**src/dpsl_params.svh**
```systemverilog
// Constants for the debug port security lock.
`ifndef DPSL_PARAMS_SVH
`define DPSL_PARAMS_SVH
`define DPSL_KEY_WIDTH 32
// Lock key pattern; the value is arbitrary.
`define DPSL_KEY_PATTERN 32'h5A3C0F96
`define DPSL_VOTE_MIN 28
`define DPSL_LATCH_RST 32'h00000000
`define DPSL_PROT_WIDTH 2
`define DPSL_PROT_NONE 2'h0
`define DPSL_JTAG_PINS 4
`define DPSL_SWD_PINS 2
`define DPSL_PTRACE_PINS 5
`define DPSL_STRACE_PINS 1
`define DPSL_BLK_COUNT 16
`endif

```
**src/dpsl_pkg.sv**
```systemverilog
// Types for the debug port security lock.
package dpsl_pkg;
    typedef enum logic [1:0] {
        DPSL_DBG_NONE,
        DPSL_DBG_JTAG,
        DPSL_DBG_SWD
    } dpsl_dbg_t;
    typedef enum logic [1:0] {
        DPSL_TRC_NONE,
        DPSL_TRC_SERIAL,
        DPSL_TRC_PARALLEL
    } dpsl_trc_t;
    typedef enum logic [1:0] {
        DPSL_OP_ERASE,
        DPSL_OP_PROGRAM,
        DPSL_OP_VERIFY
    } dpsl_op_t;
endpackage : dpsl_pkg

```
**src/dpsl_vote_if.sv**
```systemverilog
// Carrier between the lock top and its latch store.
`timescale 1ns/1ps
interface dpsl_vote_if;
    logic [31:0] latch_q;
    logic wr_en;
    logic [31:0] wr_data;
    logic vote_ok;
    modport store (input wr_en, input wr_data, output latch_q, output vote_ok);
    modport ctrl (output wr_en, output wr_data, input latch_q, input vote_ok);
endinterface : dpsl_vote_if

```
**src/dpsl_latch_store.sv**
```systemverilog
// Rewritable latch store with registered super-majority vote.
`timescale 1ns/1ps
`include "dpsl_params.svh"
module dpsl_latch_store (
    input wire logic ref_clk, // System clock.
    input wire logic rstn, // Asynchronous reset, active low.
    dpsl_vote_if.store vif // Latch write and vote port.
);
    localparam logic [31:0] KEY_PAT = `DPSL_KEY_PATTERN;
    // Power-up contents stand for an erased latch; real cells come up random.
    logic [31:0] cells_r = `DPSL_LATCH_RST;
    logic [31:0] cells_nxt;
    logic vote_r;
    logic vote_nxt;
    logic [5:0] agree;

    // Counts key bits that agree; few bit failures must not drop the lock.
    always_comb begin
        agree = 6'h00;
        for (int i = 0; i < `DPSL_KEY_WIDTH; i++) begin
            agree = agree + {5'h00, (cells_r[i] == KEY_PAT[i])};
        end
        cells_nxt = vif.wr_en ? vif.wr_data : cells_r;
        vote_nxt = (agree >= 6'(`DPSL_VOTE_MIN));
    end

    // Cells take no reset: the stored key must outlive the reset that arms the lock.
    always_ff @(posedge ref_clk) begin
        cells_r <= cells_nxt;
    end

    // Vote register; cleared by reset so no stale vote is captured.
    always_ff @(posedge ref_clk or negedge rstn) begin
        if (!rstn) begin
            vote_r <= 1'b0;
        end else begin
            vote_r <= vote_nxt;
        end
    end

    assign vif.latch_q = cells_r;
    assign vif.vote_ok = vote_r;
endmodule : dpsl_latch_store

```
**src/dpsl_lock.sv**
```systemverilog
// Debug port security lock top.
// Contract
// - Lock when 28 of 32 bits match.
// - Locked: all debug and test ports off.
// - Locked: latch erase or write blocked.
// - Lock sampled only at reset release.
// - Key write only without flash protection.
// - Access stays until next reset.
// - Latch readable through serial wire debug.
// - Protection raises freely, clears on erase when unlocked.
// - Block ops obey block security setting.
// - Trace pairs obey shared pin limits.
// - Parallel trace five pins, serial one.
// - All disabled claims no pins.
// - Debug starts disabled, firmware enables.
`timescale 1ns/1ps
`include "dpsl_params.svh"
module dpsl_lock (
    input wire logic ref_clk, // System clock, 25 MHz.
    input wire logic rstn, // Asynchronous reset, active low.
    input wire logic key_wr, // Pulse: write key into latch.
    input wire logic [31:0] key_data, // Key value to write.
    input wire logic swd_rd, // Pulse: serial debug reads latch.
    input wire logic fw_dbg_wr, // Pulse: firmware writes debug setup.
    input wire dpsl_pkg::dpsl_dbg_t fw_dbg, // Requested debug port.
    input wire dpsl_pkg::dpsl_trc_t fw_trc, // Requested trace port.
    input wire logic prot_wr, // Pulse: raise protection level.
    input wire logic [1:0] prot_data, // New protection level.
    input wire logic full_erase, // Pulse: whole device erase.
    input wire logic blk_req, // Pulse: flash block operation.
    input wire dpsl_pkg::dpsl_op_t blk_op, // Block operation kind.
    input wire logic [3:0] blk_idx, // Block index.
    input wire logic [15:0] blk_secure, // Per-block security, 1 forbids ops.
    output logic locked, // Lock captured at reset.
    output logic [31:0] swd_rdata, // Latch contents for serial debug.
    output logic jtag_en, // JTAG port enabled.
    output logic swd_en, // Serial wire debug enabled.
    output logic strace_en, // Serial trace pin enabled.
    output logic ptrace_en, // Parallel trace port enabled.
    output logic [3:0] pins_used, // Pins claimed by debug and trace.
    output logic [1:0] prot_level, // Flash protection level.
    output logic blk_grant, // Block operation allowed.
    output logic key_refused // Key write refused.
);
    import dpsl_pkg::*;
    dpsl_vote_if vif ();
    dpsl_latch_store u_store (.ref_clk(ref_clk), .rstn(rstn), .vif(vif));

    typedef enum logic [1:0] {DPSL_ST_BOOT, DPSL_ST_VOTE, DPSL_ST_RUN} dpsl_state_t;
    dpsl_state_t st_r, st_nxt;
    logic locked_r, locked_nxt;
    logic [31:0] rd_r, rd_nxt;
    logic jt_r, jt_nxt, sw_r, sw_nxt, st_en_r, st_en_nxt, pt_r, pt_nxt;
    logic [3:0] pins_r, pins_nxt;
    logic [1:0] prot_r, prot_nxt;
    logic grant_r, grant_nxt, ref_r, ref_nxt;

    // Pin count for a port pairing.
    function automatic logic [3:0] dpsl_pins(input logic j, input logic s,
                                             input logic t, input logic p);
        dpsl_pins = (j ? 4'(`DPSL_JTAG_PINS) : 4'h0) + (s ? 4'(`DPSL_SWD_PINS) : 4'h0)
                  + (t ? 4'(`DPSL_STRACE_PINS) : 4'h0)
                  + (p ? 4'(`DPSL_PTRACE_PINS) : 4'h0);
    endfunction : dpsl_pins

    // Key write gate; the lock blocks writes only once captured, not during reset or before the capture.
    always_comb begin
        vif.wr_en = key_wr && !locked_r && (prot_r == `DPSL_PROT_NONE);
        vif.wr_data = key_data;
    end

    // Capture the vote once after reset; a later key write leaves access open.
    // The vote register settles on the first edge after release, so the
    // capture waits one more edge and never sees the cleared reset value.
    always_comb begin
        st_nxt = st_r;
        locked_nxt = locked_r;
        unique case (st_r)
            DPSL_ST_BOOT: begin
                st_nxt = DPSL_ST_VOTE;
            end
            DPSL_ST_VOTE: begin
                locked_nxt = vif.vote_ok;
                st_nxt = DPSL_ST_RUN;
            end
            DPSL_ST_RUN: begin
                st_nxt = DPSL_ST_RUN;
            end
        endcase
    end

    // Boot state and captured lock; only a reset can lower the lock.
    always_ff @(posedge ref_clk or negedge rstn) begin
        if (!rstn) begin
            st_r <= DPSL_ST_BOOT;
            locked_r <= 1'b0;
        end else begin
            st_r <= st_nxt;
            locked_r <= locked_nxt;
        end
    end

    // Port setup; writes before the lock is captured are dropped, so a
    // locked part never shows a port for even one cycle.
    always_comb begin
        logic jr, sr, tr, pr;
        jr = (fw_dbg == DPSL_DBG_JTAG);
        sr = (fw_dbg == DPSL_DBG_SWD);
        tr = (fw_trc == DPSL_TRC_SERIAL) && !jr;
        pr = (fw_trc == DPSL_TRC_PARALLEL);
        jt_nxt = jt_r;
        sw_nxt = sw_r;
        st_en_nxt = st_en_r;
        pt_nxt = pt_r;
        if (fw_dbg_wr && st_r == DPSL_ST_RUN) begin
            jt_nxt = jr;
            sw_nxt = sr;
            st_en_nxt = tr;
            pt_nxt = pr;
        end
        if (locked_r) begin
            jt_nxt = 1'b0;
            sw_nxt = 1'b0;
            st_en_nxt = 1'b0;
            pt_nxt = 1'b0;
        end
        pins_nxt = dpsl_pins(jt_nxt, sw_nxt, st_en_nxt, pt_nxt);
    end

    // Port enables and pin count; all ports come out of reset disabled.
    always_ff @(posedge ref_clk or negedge rstn) begin
        if (!rstn) begin
            jt_r <= 1'b0;
            sw_r <= 1'b0;
            st_en_r <= 1'b0;
            pt_r <= 1'b0;
            pins_r <= 4'h0;
        end else begin
            jt_r <= jt_nxt;
            sw_r <= sw_nxt;
            st_en_r <= st_en_nxt;
            pt_r <= pt_nxt;
            pins_r <= pins_nxt;
        end
    end

    // Latch read-back; a read with the serial port off keeps the old word.
    always_comb begin
        rd_nxt = rd_r;
        if (swd_rd && sw_r) begin
            rd_nxt = vif.latch_q;
        end
    end

    // Read-back register.
    always_ff @(posedge ref_clk or negedge rstn) begin
        if (!rstn) begin
            rd_r <= 32'h00000000;
        end else begin
            rd_r <= rd_nxt;
        end
    end

    // Protection level; an erase while unlocked wins over a raise in the same cycle.
    always_comb begin
        prot_nxt = prot_r;
        if (full_erase && !locked_r) begin
            prot_nxt = `DPSL_PROT_NONE;
        end else if (prot_wr && prot_data > prot_r) begin
            prot_nxt = prot_data;
        end
    end

    // Protection register.
    always_ff @(posedge ref_clk or negedge rstn) begin
        if (!rstn) begin
            prot_r <= `DPSL_PROT_NONE;
        end else begin
            prot_r <= prot_nxt;
        end
    end

    // Block grant and key refusal pulses, each one cycle long.
    always_comb begin
        grant_nxt = blk_req && !locked_r && !blk_secure[blk_idx];
        ref_nxt = key_wr && !vif.wr_en;
    end

    // Pulse registers.
    always_ff @(posedge ref_clk or negedge rstn) begin
        if (!rstn) begin
            grant_r <= 1'b0;
            ref_r <= 1'b0;
        end else begin
            grant_r <= grant_nxt;
            ref_r <= ref_nxt;
        end
    end

    // Every output comes straight from its register.
    assign locked = locked_r;
    assign swd_rdata = rd_r;
    assign jtag_en = jt_r;
    assign swd_en = sw_r;
    assign strace_en = st_en_r;
    assign ptrace_en = pt_r;
    assign pins_used = pins_r;
    assign prot_level = prot_r;
    assign blk_grant = grant_r;
    assign key_refused = ref_r;
endmodule : dpsl_lock

```
**config.mk**
```make
export PLATFORM = sky130hd
export DESIGN_NAME = dpsl_lock
export DESIGN_NICKNAME = d
export VERILOG_FILES = /design/src/dpsl_pkg.sv /design/src/dpsl_vote_if.sv /design/src/dpsl_latch_store.sv /design/src/dpsl_lock.sv
export VERILOG_INCLUDE_DIRS = /design/src
export SDC_FILE = /design/constraint.sdc
export NUM_CORES = 1
export LEC_CHECK = 0
export BUFFER_PORTS_ARGS = -buffer_cell sky130_fd_sc_hd__buf_2
export CAP_MARGIN = 0
export CORE_ASPECT_RATIO = 1.4
export CORE_UTILIZATION = 40
export DETAILED_ROUTE_END_ITERATION = 8
export PLACE_DENSITY = 0.62
export SLEW_MARGIN = 30
export SYNTH_ARGS = -nofsm -noshare
export SYNTH_HDL_FRONTEND = slang
export SYNTH_SLANG_ARGS = --single-unit
```
**constraint.sdc**
```tcl
create_clock -name ref_clk -period 11.3 [get_ports ref_clk]
set_clock_uncertainty 0.05 [all_clocks]
set_input_delay 1.695 -clock ref_clk [delete_from_list [all_inputs] [get_ports ref_clk]]
set_output_delay 1.695 -clock ref_clk [all_outputs]
set_load 0.01 [all_outputs]
```
==> flow_metrics.env, run 1 <==
export IMPL_outcome="finished, violations left"
export IMPL_violations="design-rule violations"
export IMPL_rsz0062_at_grt="false"
export IMPL_power_frac_clock_pct=16.4
export IMPL_avgSynthCellArea_um2=13.1
export IMPL_pwr_density_cell_nw_per_um2=362
export IMPL_max_slew_margin_pct=57.9
export IMPL_drtAntennaViolNets=0
export IMPL_grtUsageTotal_pct=15.2
export IMPL_ys_types=27
export IMPL_grt_pass1_wl_um=11300
export IMPL_cts_resized=0
export IMPL_p_seq_share_pct=23.7
export IMPL_synth_flop_cell="dfrtp_1"
export IMPL_postCtsHoldBufs=0
export IMPL_core_um2=9130
export IMPL_placed_area_um2=4480
export IMPL_antenna_found_initial=0
export IMPL_ioPinCount=113
export IMPL_sw_frac_of_total_pct=41.9
export IMPL_dieArea_um2=9890
export IMPL_worst_path_max_fanout=7
export IMPL_syn_area_um2=3800
export IMPL_p_int_uw=1010
export IMPL_drive_gt1_share_pct=34.3
export IMPL_ys_ff_latch=80
export IMPL_synth_area_top_cells="dfrtp_1, edfxtp_1, fa_1, inv_1, ha_1"
export IMPL_dpl_hpwl_um=5160
export IMPL_drt_vias_per_instance=4.74
export IMPL_fin_area_um2=4790
export IMPL_drt_iter0_drc=158
export IMPL_p_sw_uw=726
export IMPL_async_flop_share_pct=60.0
export IMPL_drc=11
export IMPL_p_leak_uw=0.00243
export IMPL_r2r_slack_ns=5.66
export IMPL_path_clk_slew_ns=0.06
export IMPL_gp_congestion=0.696
export IMPL_grt_max_degree=57
export IMPL_fmax_ghz=0.177
export IMPL_reg2reg_from="u_store.vif.latch_q[1]$_DFFE_PP_"
export IMPL_timing_setup_tns_ns=0
export IMPL_die_h_um=117
export IMPL_seq_area_frac_synth_pct=57.0
export IMPL_synth_edf_count=32
export IMPL_grt_overflow=0
export IMPL_cts_root_buf="clkbuf_16"
export IMPL_start_util_pct=41.6
export IMPL_die_w_um=84.3
export IMPL_cp_cell_sequence="ha_1, fa_1, inv_1, fa_1, fa_1, inv_1, fa_1, fa_1, fa_1, fa_1, fa_1, nor4bb_1, a211oi_1, o21ai_0, o2bb2ai_1"
export IMPL_cts_setup_buffers=0
export IMPL_diodes=0
export IMPL_worst_slew_pin_slew_ns=0.632
export IMPL_crit_type="flip-flop to flip-flop"
export IMPL_cap_violations=0
export IMPL_crit_required_ns=11.49
export IMPL_whs_endpoint="swd_rdata[31]$_DFFE_PN0P_"
export IMPL_regToRegEndpoint="u_store.vif.vote_ok$_DFF_PN0_"
export IMPL_endpoint_kind="flip-flop"
export IMPL_htree_levels=3
export IMPL_synth_top_cell_by_area="dfrtp_1"
export IMPL_setup_violations=0
export IMPL_wl_um=6890
export IMPL_vdd_drop_max_uv=257
export IMPL_row_count=41
export IMPL_syn_nets=396
export IMPL_area_growth_pct=26.2
export IMPL_wl_per_cell_um=13.3
export IMPL_final_net_count=513
export IMPL_hp_start="swd_rdata[31]$_DFFE_PN0P_"
export IMPL_yosysTopAreaCellShare_pct=31.6
export IMPL_crit_slowest_cell="fa_1"
export IMPL_grt_pass1_vias=2501
export IMPL_cts_tree="built"
export IMPL_dr_pass1_iters=7
export IMPL_worstSkewPairLatency_ns=0.33
export IMPL_cts_buffer_depth=2
export IMPL_cpMostUsedCell="fa_1"
export IMPL_vias=2454
export IMPL_portBuffers=110
export IMPL_rr_worst_depth=15
export IMPL_cts_buffers=9
export IMPL_pwr_share_comb_pct=59.9
export IMPL_hold_path_cell_count=2
export IMPL_worstPathArrival_ns=5.84
export IMPL_syn_inst=289
export IMPL_min_path_type="flip-flop to flip-flop"
export IMPL_finalCritPeriodShare_pct=49.9
export IMPL_finalMaxSlewViolations=0
export IMPL_fin_crit_ns=5.64
export IMPL_cts_sinks=80
export IMPL_start_kind="flip-flop"
export IMPL_finalHoldViolations=0
export IMPL_ys_warnings_count=0
export IMPL_max_stage_delay_ns=0.57
-- area by class of cell --
type                    count  area, um^2
clock buffers              13         282
clock inverters             3        21.3
fillers                   832        4340
inverters                  56         210
multi-input cells         147        1420
flip-flops and latches     80        2160
well taps                 107         134
repair buffers            112         566
-- registers in the layout, summed over array words and instances, names as in the netlist --
register / count
ptrace_en: 1
key_refused: 1
st_r: 2
blk_grant: 1
locked: 1
strace_en: 1
swd_rdata: 32
u_store.vif.latch_q: 32
prot_level: 2
swd_en: 1
u_store.vif.vote_ok: 1
jtag_en: 1
pins_used: 4
-- cell usage after synthesis (2+ instances only) --
library cell  count
fa_1             24
nor4bb_1          2
nor2_1            7
nand2b_1          2
edfxtp_1         32
o21ai_0          26
nand2_1          30
xor2_1            2
nor4b_1           2
mux2i_1           4
inv_1            56
a211oi_1          2
ha_1             15
nor2b_1           4
clkbuf_1          6
a21oi_1           5
mux2_2           10
mux4_1            4
dfrtp_1          48
-- metrics by stage --
stage | setup slack (ns) | std cells | hold WS [ns] | util [%] | power (uW)
2_1_floorplan | 5.66 | 289 | 0.404 | - | 1210
3_3_place_gp | 5.82 | 502 | 0.411 | 49.1 | 1410
3_5_place_dp | 5.74 | 502 | 0.416 | 49.1 | 1460
6_report | 5.66 | 518 | 0.422 | 52.5 | 1730
4_1_cts | 5.70 | 518 | 0.428 | 52.4 | 1750
5_1_grt | 5.39 | 518 | 0.453 | 52.5 | 1910
-- power groups by stage --
stage | clock network, uW | registers, uW | logic (uW)
2_1_floorplan | 0 | 441 | 767
3_3_place_gp | 0 | 415 | 992
3_5_place_dp | 0 | 418 | 1050
4_1_cts | 292 | 413 | 1050
5_1_grt | 303 | 421 | 1190
6_report | 284 | 411 | 1040
-- worst max path at each step --
stage                                startpoint                               end  slack, ns  cells past startpoint
3_3_place_gp   u_store.vif.latch_q[1]$_DFFE_PP_     u_store.vif.vote_ok$_DFF_PN0_       5.82                     15
2_1_floorplan                            key_wr  u_store.vif.latch_q[0]$_DFFE_PP_       5.66                      1
4_1_cts        u_store.vif.latch_q[1]$_DFFE_PP_     u_store.vif.vote_ok$_DFF_PN0_       5.70                     15
3_5_place_dp   u_store.vif.latch_q[1]$_DFFE_PP_     u_store.vif.vote_ok$_DFF_PN0_       5.74                     15
6_report       u_store.vif.latch_q[1]$_DFFE_PP_     u_store.vif.vote_ok$_DFF_PN0_       5.66                     15
5_1_grt        u_store.vif.latch_q[1]$_DFFE_PP_     u_store.vif.vote_ok$_DFF_PN0_       5.39                     15
-- placed cells by master (no fill, tap or decap), drive strengths merged, types with 4 or more instances in the layout --
cell type	synthesis	final
inv	56	57
mux4	4	4
a21oi	5	5
buf	0	112
nor2b	4	4
dfrtp	48	48
mux2i	4	4
o21ai	26	26
mux2	10	10
fa	24	24
clkbuf	6	13
edfxtp	32	32
nand2	30	30
ha	15	15
nor2	7	7
-- critical path: cells and delay by family (launching register included) --
kind / cells / cell delay (ns)
fa+ha+maj: 9 / 4.21
flops: 1 / 0.40
simple gates: 1 / 0.38
compound gates: 3 / 0.38
buf+inv: 2 / 0.12
-- cell families after synthesis --
kind of cell,count (synthesis),share of synthesized area (%)
flip-flops,80,57.0
multiplexers,18,6.79
adder cells (fa/ha/maj),39,17.6
buffers and inverters,62,6.13
AO/OA/AOI/OAI,39,6.00
XOR/XNOR,2,0.462
AND/OR/NAND/NOR,49,6.06
-- routing by layer --
layer	share of wire, %	track usage [%]
met2	53	28.7
met1	37	16.0
met4	2.2	8.14
met3	7.4	3.23
met5	0	0
(Power assumes the default switching activity.)
==> run 2: changes to the inputs <==
==> constraint.sdc (replaced) <==
create_clock -name ref_clk -period 5.4 [get_ports ref_clk]
set_clock_uncertainty 0.05 [all_clocks]
set_input_delay 0.81 -clock ref_clk [delete_from_list [all_inputs] [get_ports ref_clk]]
set_output_delay 0.81 -clock ref_clk [all_outputs]
set_load 0.01 [all_outputs]
==> flow_metrics.env, run 2 (same netlist as run 1, synthesis figures left out) <==
export IMPL_outcome="finished, violations left"
export IMPL_violations="design-rule violations"
export IMPL_drtAntennaViolNets=0
export IMPL_setup_violations=0
export IMPL_placed_area_um2=4480
export IMPL_sw_frac_of_total_pct=40.1
export IMPL_seqCellArea_um2=2160
export IMPL_wl_um=6910
export IMPL_finalCritPeriodShare_pct=97.5
export IMPL_finalHoldViolations=0
export IMPL_drt_vias_per_instance=4.74
export IMPL_vdd_drop_max_uv=685
export IMPL_drt_iter0_drc=76
export IMPL_antenna_found_initial=0
export IMPL_multi_input_area_um2=1430
export IMPL_start_kind="flip-flop"
export IMPL_rr_worst_depth=15
export IMPL_rsz0062_at_grt="true"
export IMPL_p_leak_uw=0.00245
export IMPL_fin_area_um2=4860
export IMPL_hold_path_cell_count=2
export IMPL_final_net_count=514
export IMPL_cts_buffers=9
export IMPL_grt_pass1_wl_um=11500
export IMPL_p_sw_uw=1500
export IMPL_die_h_um=117
export IMPL_worstSkewPairLatency_ns=0.33
export IMPL_dpl_hpwl_um=5170
export IMPL_grt_pass1_vias=2437
export IMPL_htree_levels=3
export IMPL_finalMaxSlewViolations=0
export IMPL_grt_overflow=0
export IMPL_cts_sinks=80
export IMPL_start_util_pct=41.6
export IMPL_diodes=0
export IMPL_p_seq_share_pct=23.0
export IMPL_path_clk_slew_ns=0.06
export IMPL_wl_per_cell_um=13.3
export IMPL_worstPathArrival_ns=5.46
export IMPL_min_path_type="flip-flop to flip-flop"
export IMPL_cap_violations=0
export IMPL_vias=2460
export IMPL_cts_tree="built"
export IMPL_gp_congestion=0.736
export IMPL_pwr_density_cell_nw_per_um2=769
export IMPL_worst_path_max_fanout=7
export IMPL_mostFrequentLayoutCells="buf_2, inv_1, dfrtp_1, edfxtp_1, nand2_1"
export IMPL_endpoint_kind="flip-flop"
export IMPL_max_slew_margin_pct=58.1
export IMPL_holdWs_ns=0.426
export IMPL_worst_slew_pin_slew_ns=0.629
export IMPL_drc=11
export IMPL_dieArea_um2=9890
export IMPL_pwr_share_comb_pct=58.4
export IMPL_crit_type="flip-flop to flip-flop"
export IMPL_power_frac_clock_pct=18.5
export IMPL_fin_crit_ns=5.27
export IMPL_p_int_uw=2240
export IMPL_area_growth_pct=28.0
export IMPL_dr_pass1_iters=7
export IMPL_cts_root_buf="clkbuf_16"
export IMPL_mostFrequentLayoutCell="buf_2"
export IMPL_cts_buffer_depth=2
export IMPL_nFillCells=811
export IMPL_die_w_um=84.3
export IMPL_crit_required_ns=5.59
export IMPL_grt_max_degree=57
export IMPL_row_count=41
export IMPL_portBuffers=110
export IMPL_drive_gt1_share_pct=35.4
export IMPL_grtUsageTotal_pct=15.4
export IMPL_ioPinCount=113
export IMPL_core_um2=9130
export IMPL_fmax_ghz=0.190
[run 2: power by group through the flow]
stage | Combinational [uW] | Clock [uW] | Sequential, uW
2_1_floorplan | 1600 | 0 | 923
3_3_place_gp | 2070 | 0 | 868
3_5_place_dp | 2160 | 0 | 873
4_1_cts | 2200 | 713 | 865
5_1_grt | 2540 | 735 | 881
6_report | 2180 | 693 | 861
[run 2: path summary, 6_finish.rpt]
| kind | from | endpoint | slack [ns] |
|---|---|---|---|
| worst max-delay path | u_store.vif.latch_q[1]$_DFFE_PP_ | u_store.vif.vote_ok$_DFF_PN0_ | 0.13 |
| worst min-delay path | swd_rdata[25]$_DFFE_PN0P_ | swd_rdata[25]$_DFFE_PN0P_ | 0.43 |
| worst max register to register | u_store.vif.latch_q[1]$_DFFE_PP_ | u_store.vif.vote_ok$_DFF_PN0_ | 0.13 |
| worst min register to register | swd_rdata[25]$_DFFE_PN0P_ | swd_rdata[25]$_DFFE_PN0P_ | 0.43 |
| max in group asynchronous | rstn | swd_rdata[6]$_DFFE_PN0P_ | 4.33 |
| min in group asynchronous | rstn | prot_level[0]$_DFFE_PN0P_ | 0.53 |
[run 2: timing repair]
| action | CTS | global route |
|---|---|---|
| pin swaps | 5 | 3 |
| setup buffers | 1 | 0 |
| gates cloned | 0 | 0 |
| endpoints found under the setup margin | 1 | 1 |
| gates resized for setup | 4 | 1 |
| hold buffers | 0 | 0 |
[run 2: worst max-delay path, stage by stage (launching register included)]
cell and delay, ns:
edfxtp_1 0.44, ha_4 0.24, fa_1 0.49, inv_1 0.05, fa_1 0.46, fa_1 0.51, inv_1 0.05, fa_1 0.47
fa_1 0.52, fa_1 0.44, fa_2 0.39, fa_2 0.41, nor4bb_1 0.30, a211oi_1 0.11, o21ai_1 0.10, o2bb2ai_1 0.13
[run 2: area by class of cell]
type                            count  share of cell area [%]
Sequential cell                    80                    44.5
Multi-Input combinational cell    147                    29.5
Timing Repair Buffer              113                    11.8
Clock buffer                       11                    5.00
Inverter                           56                    4.33
Tap cell                          107                    2.76
Clock inverter                      5                    2.14
[run 2: metrics by stage]
step           setup WS (ns)  total power (uW)  std cells  util, %  setup TNS [ns]
2_1_floorplan          0.154              2530        289        -               0
3_3_place_gp         -0.0432              2940        502     49.1         -0.0432
3_5_place_dp          -0.146              3030        502     49.1          -0.146
4_1_cts               0.0161              3770        519     53.2               0
5_1_grt              -0.0890              4160        519     53.2         -0.0890
6_report               0.134              3740        519     53.2               0
[run 2: metal layers]
layer	track usage [%]	up-vias	share of wire, %
met5	0	-	0
met4	6.44	0	1.7
met3	3.65	12	6.0
met2	28.5	84	54
met1	17.3	1174	38
li1	-	1190	-
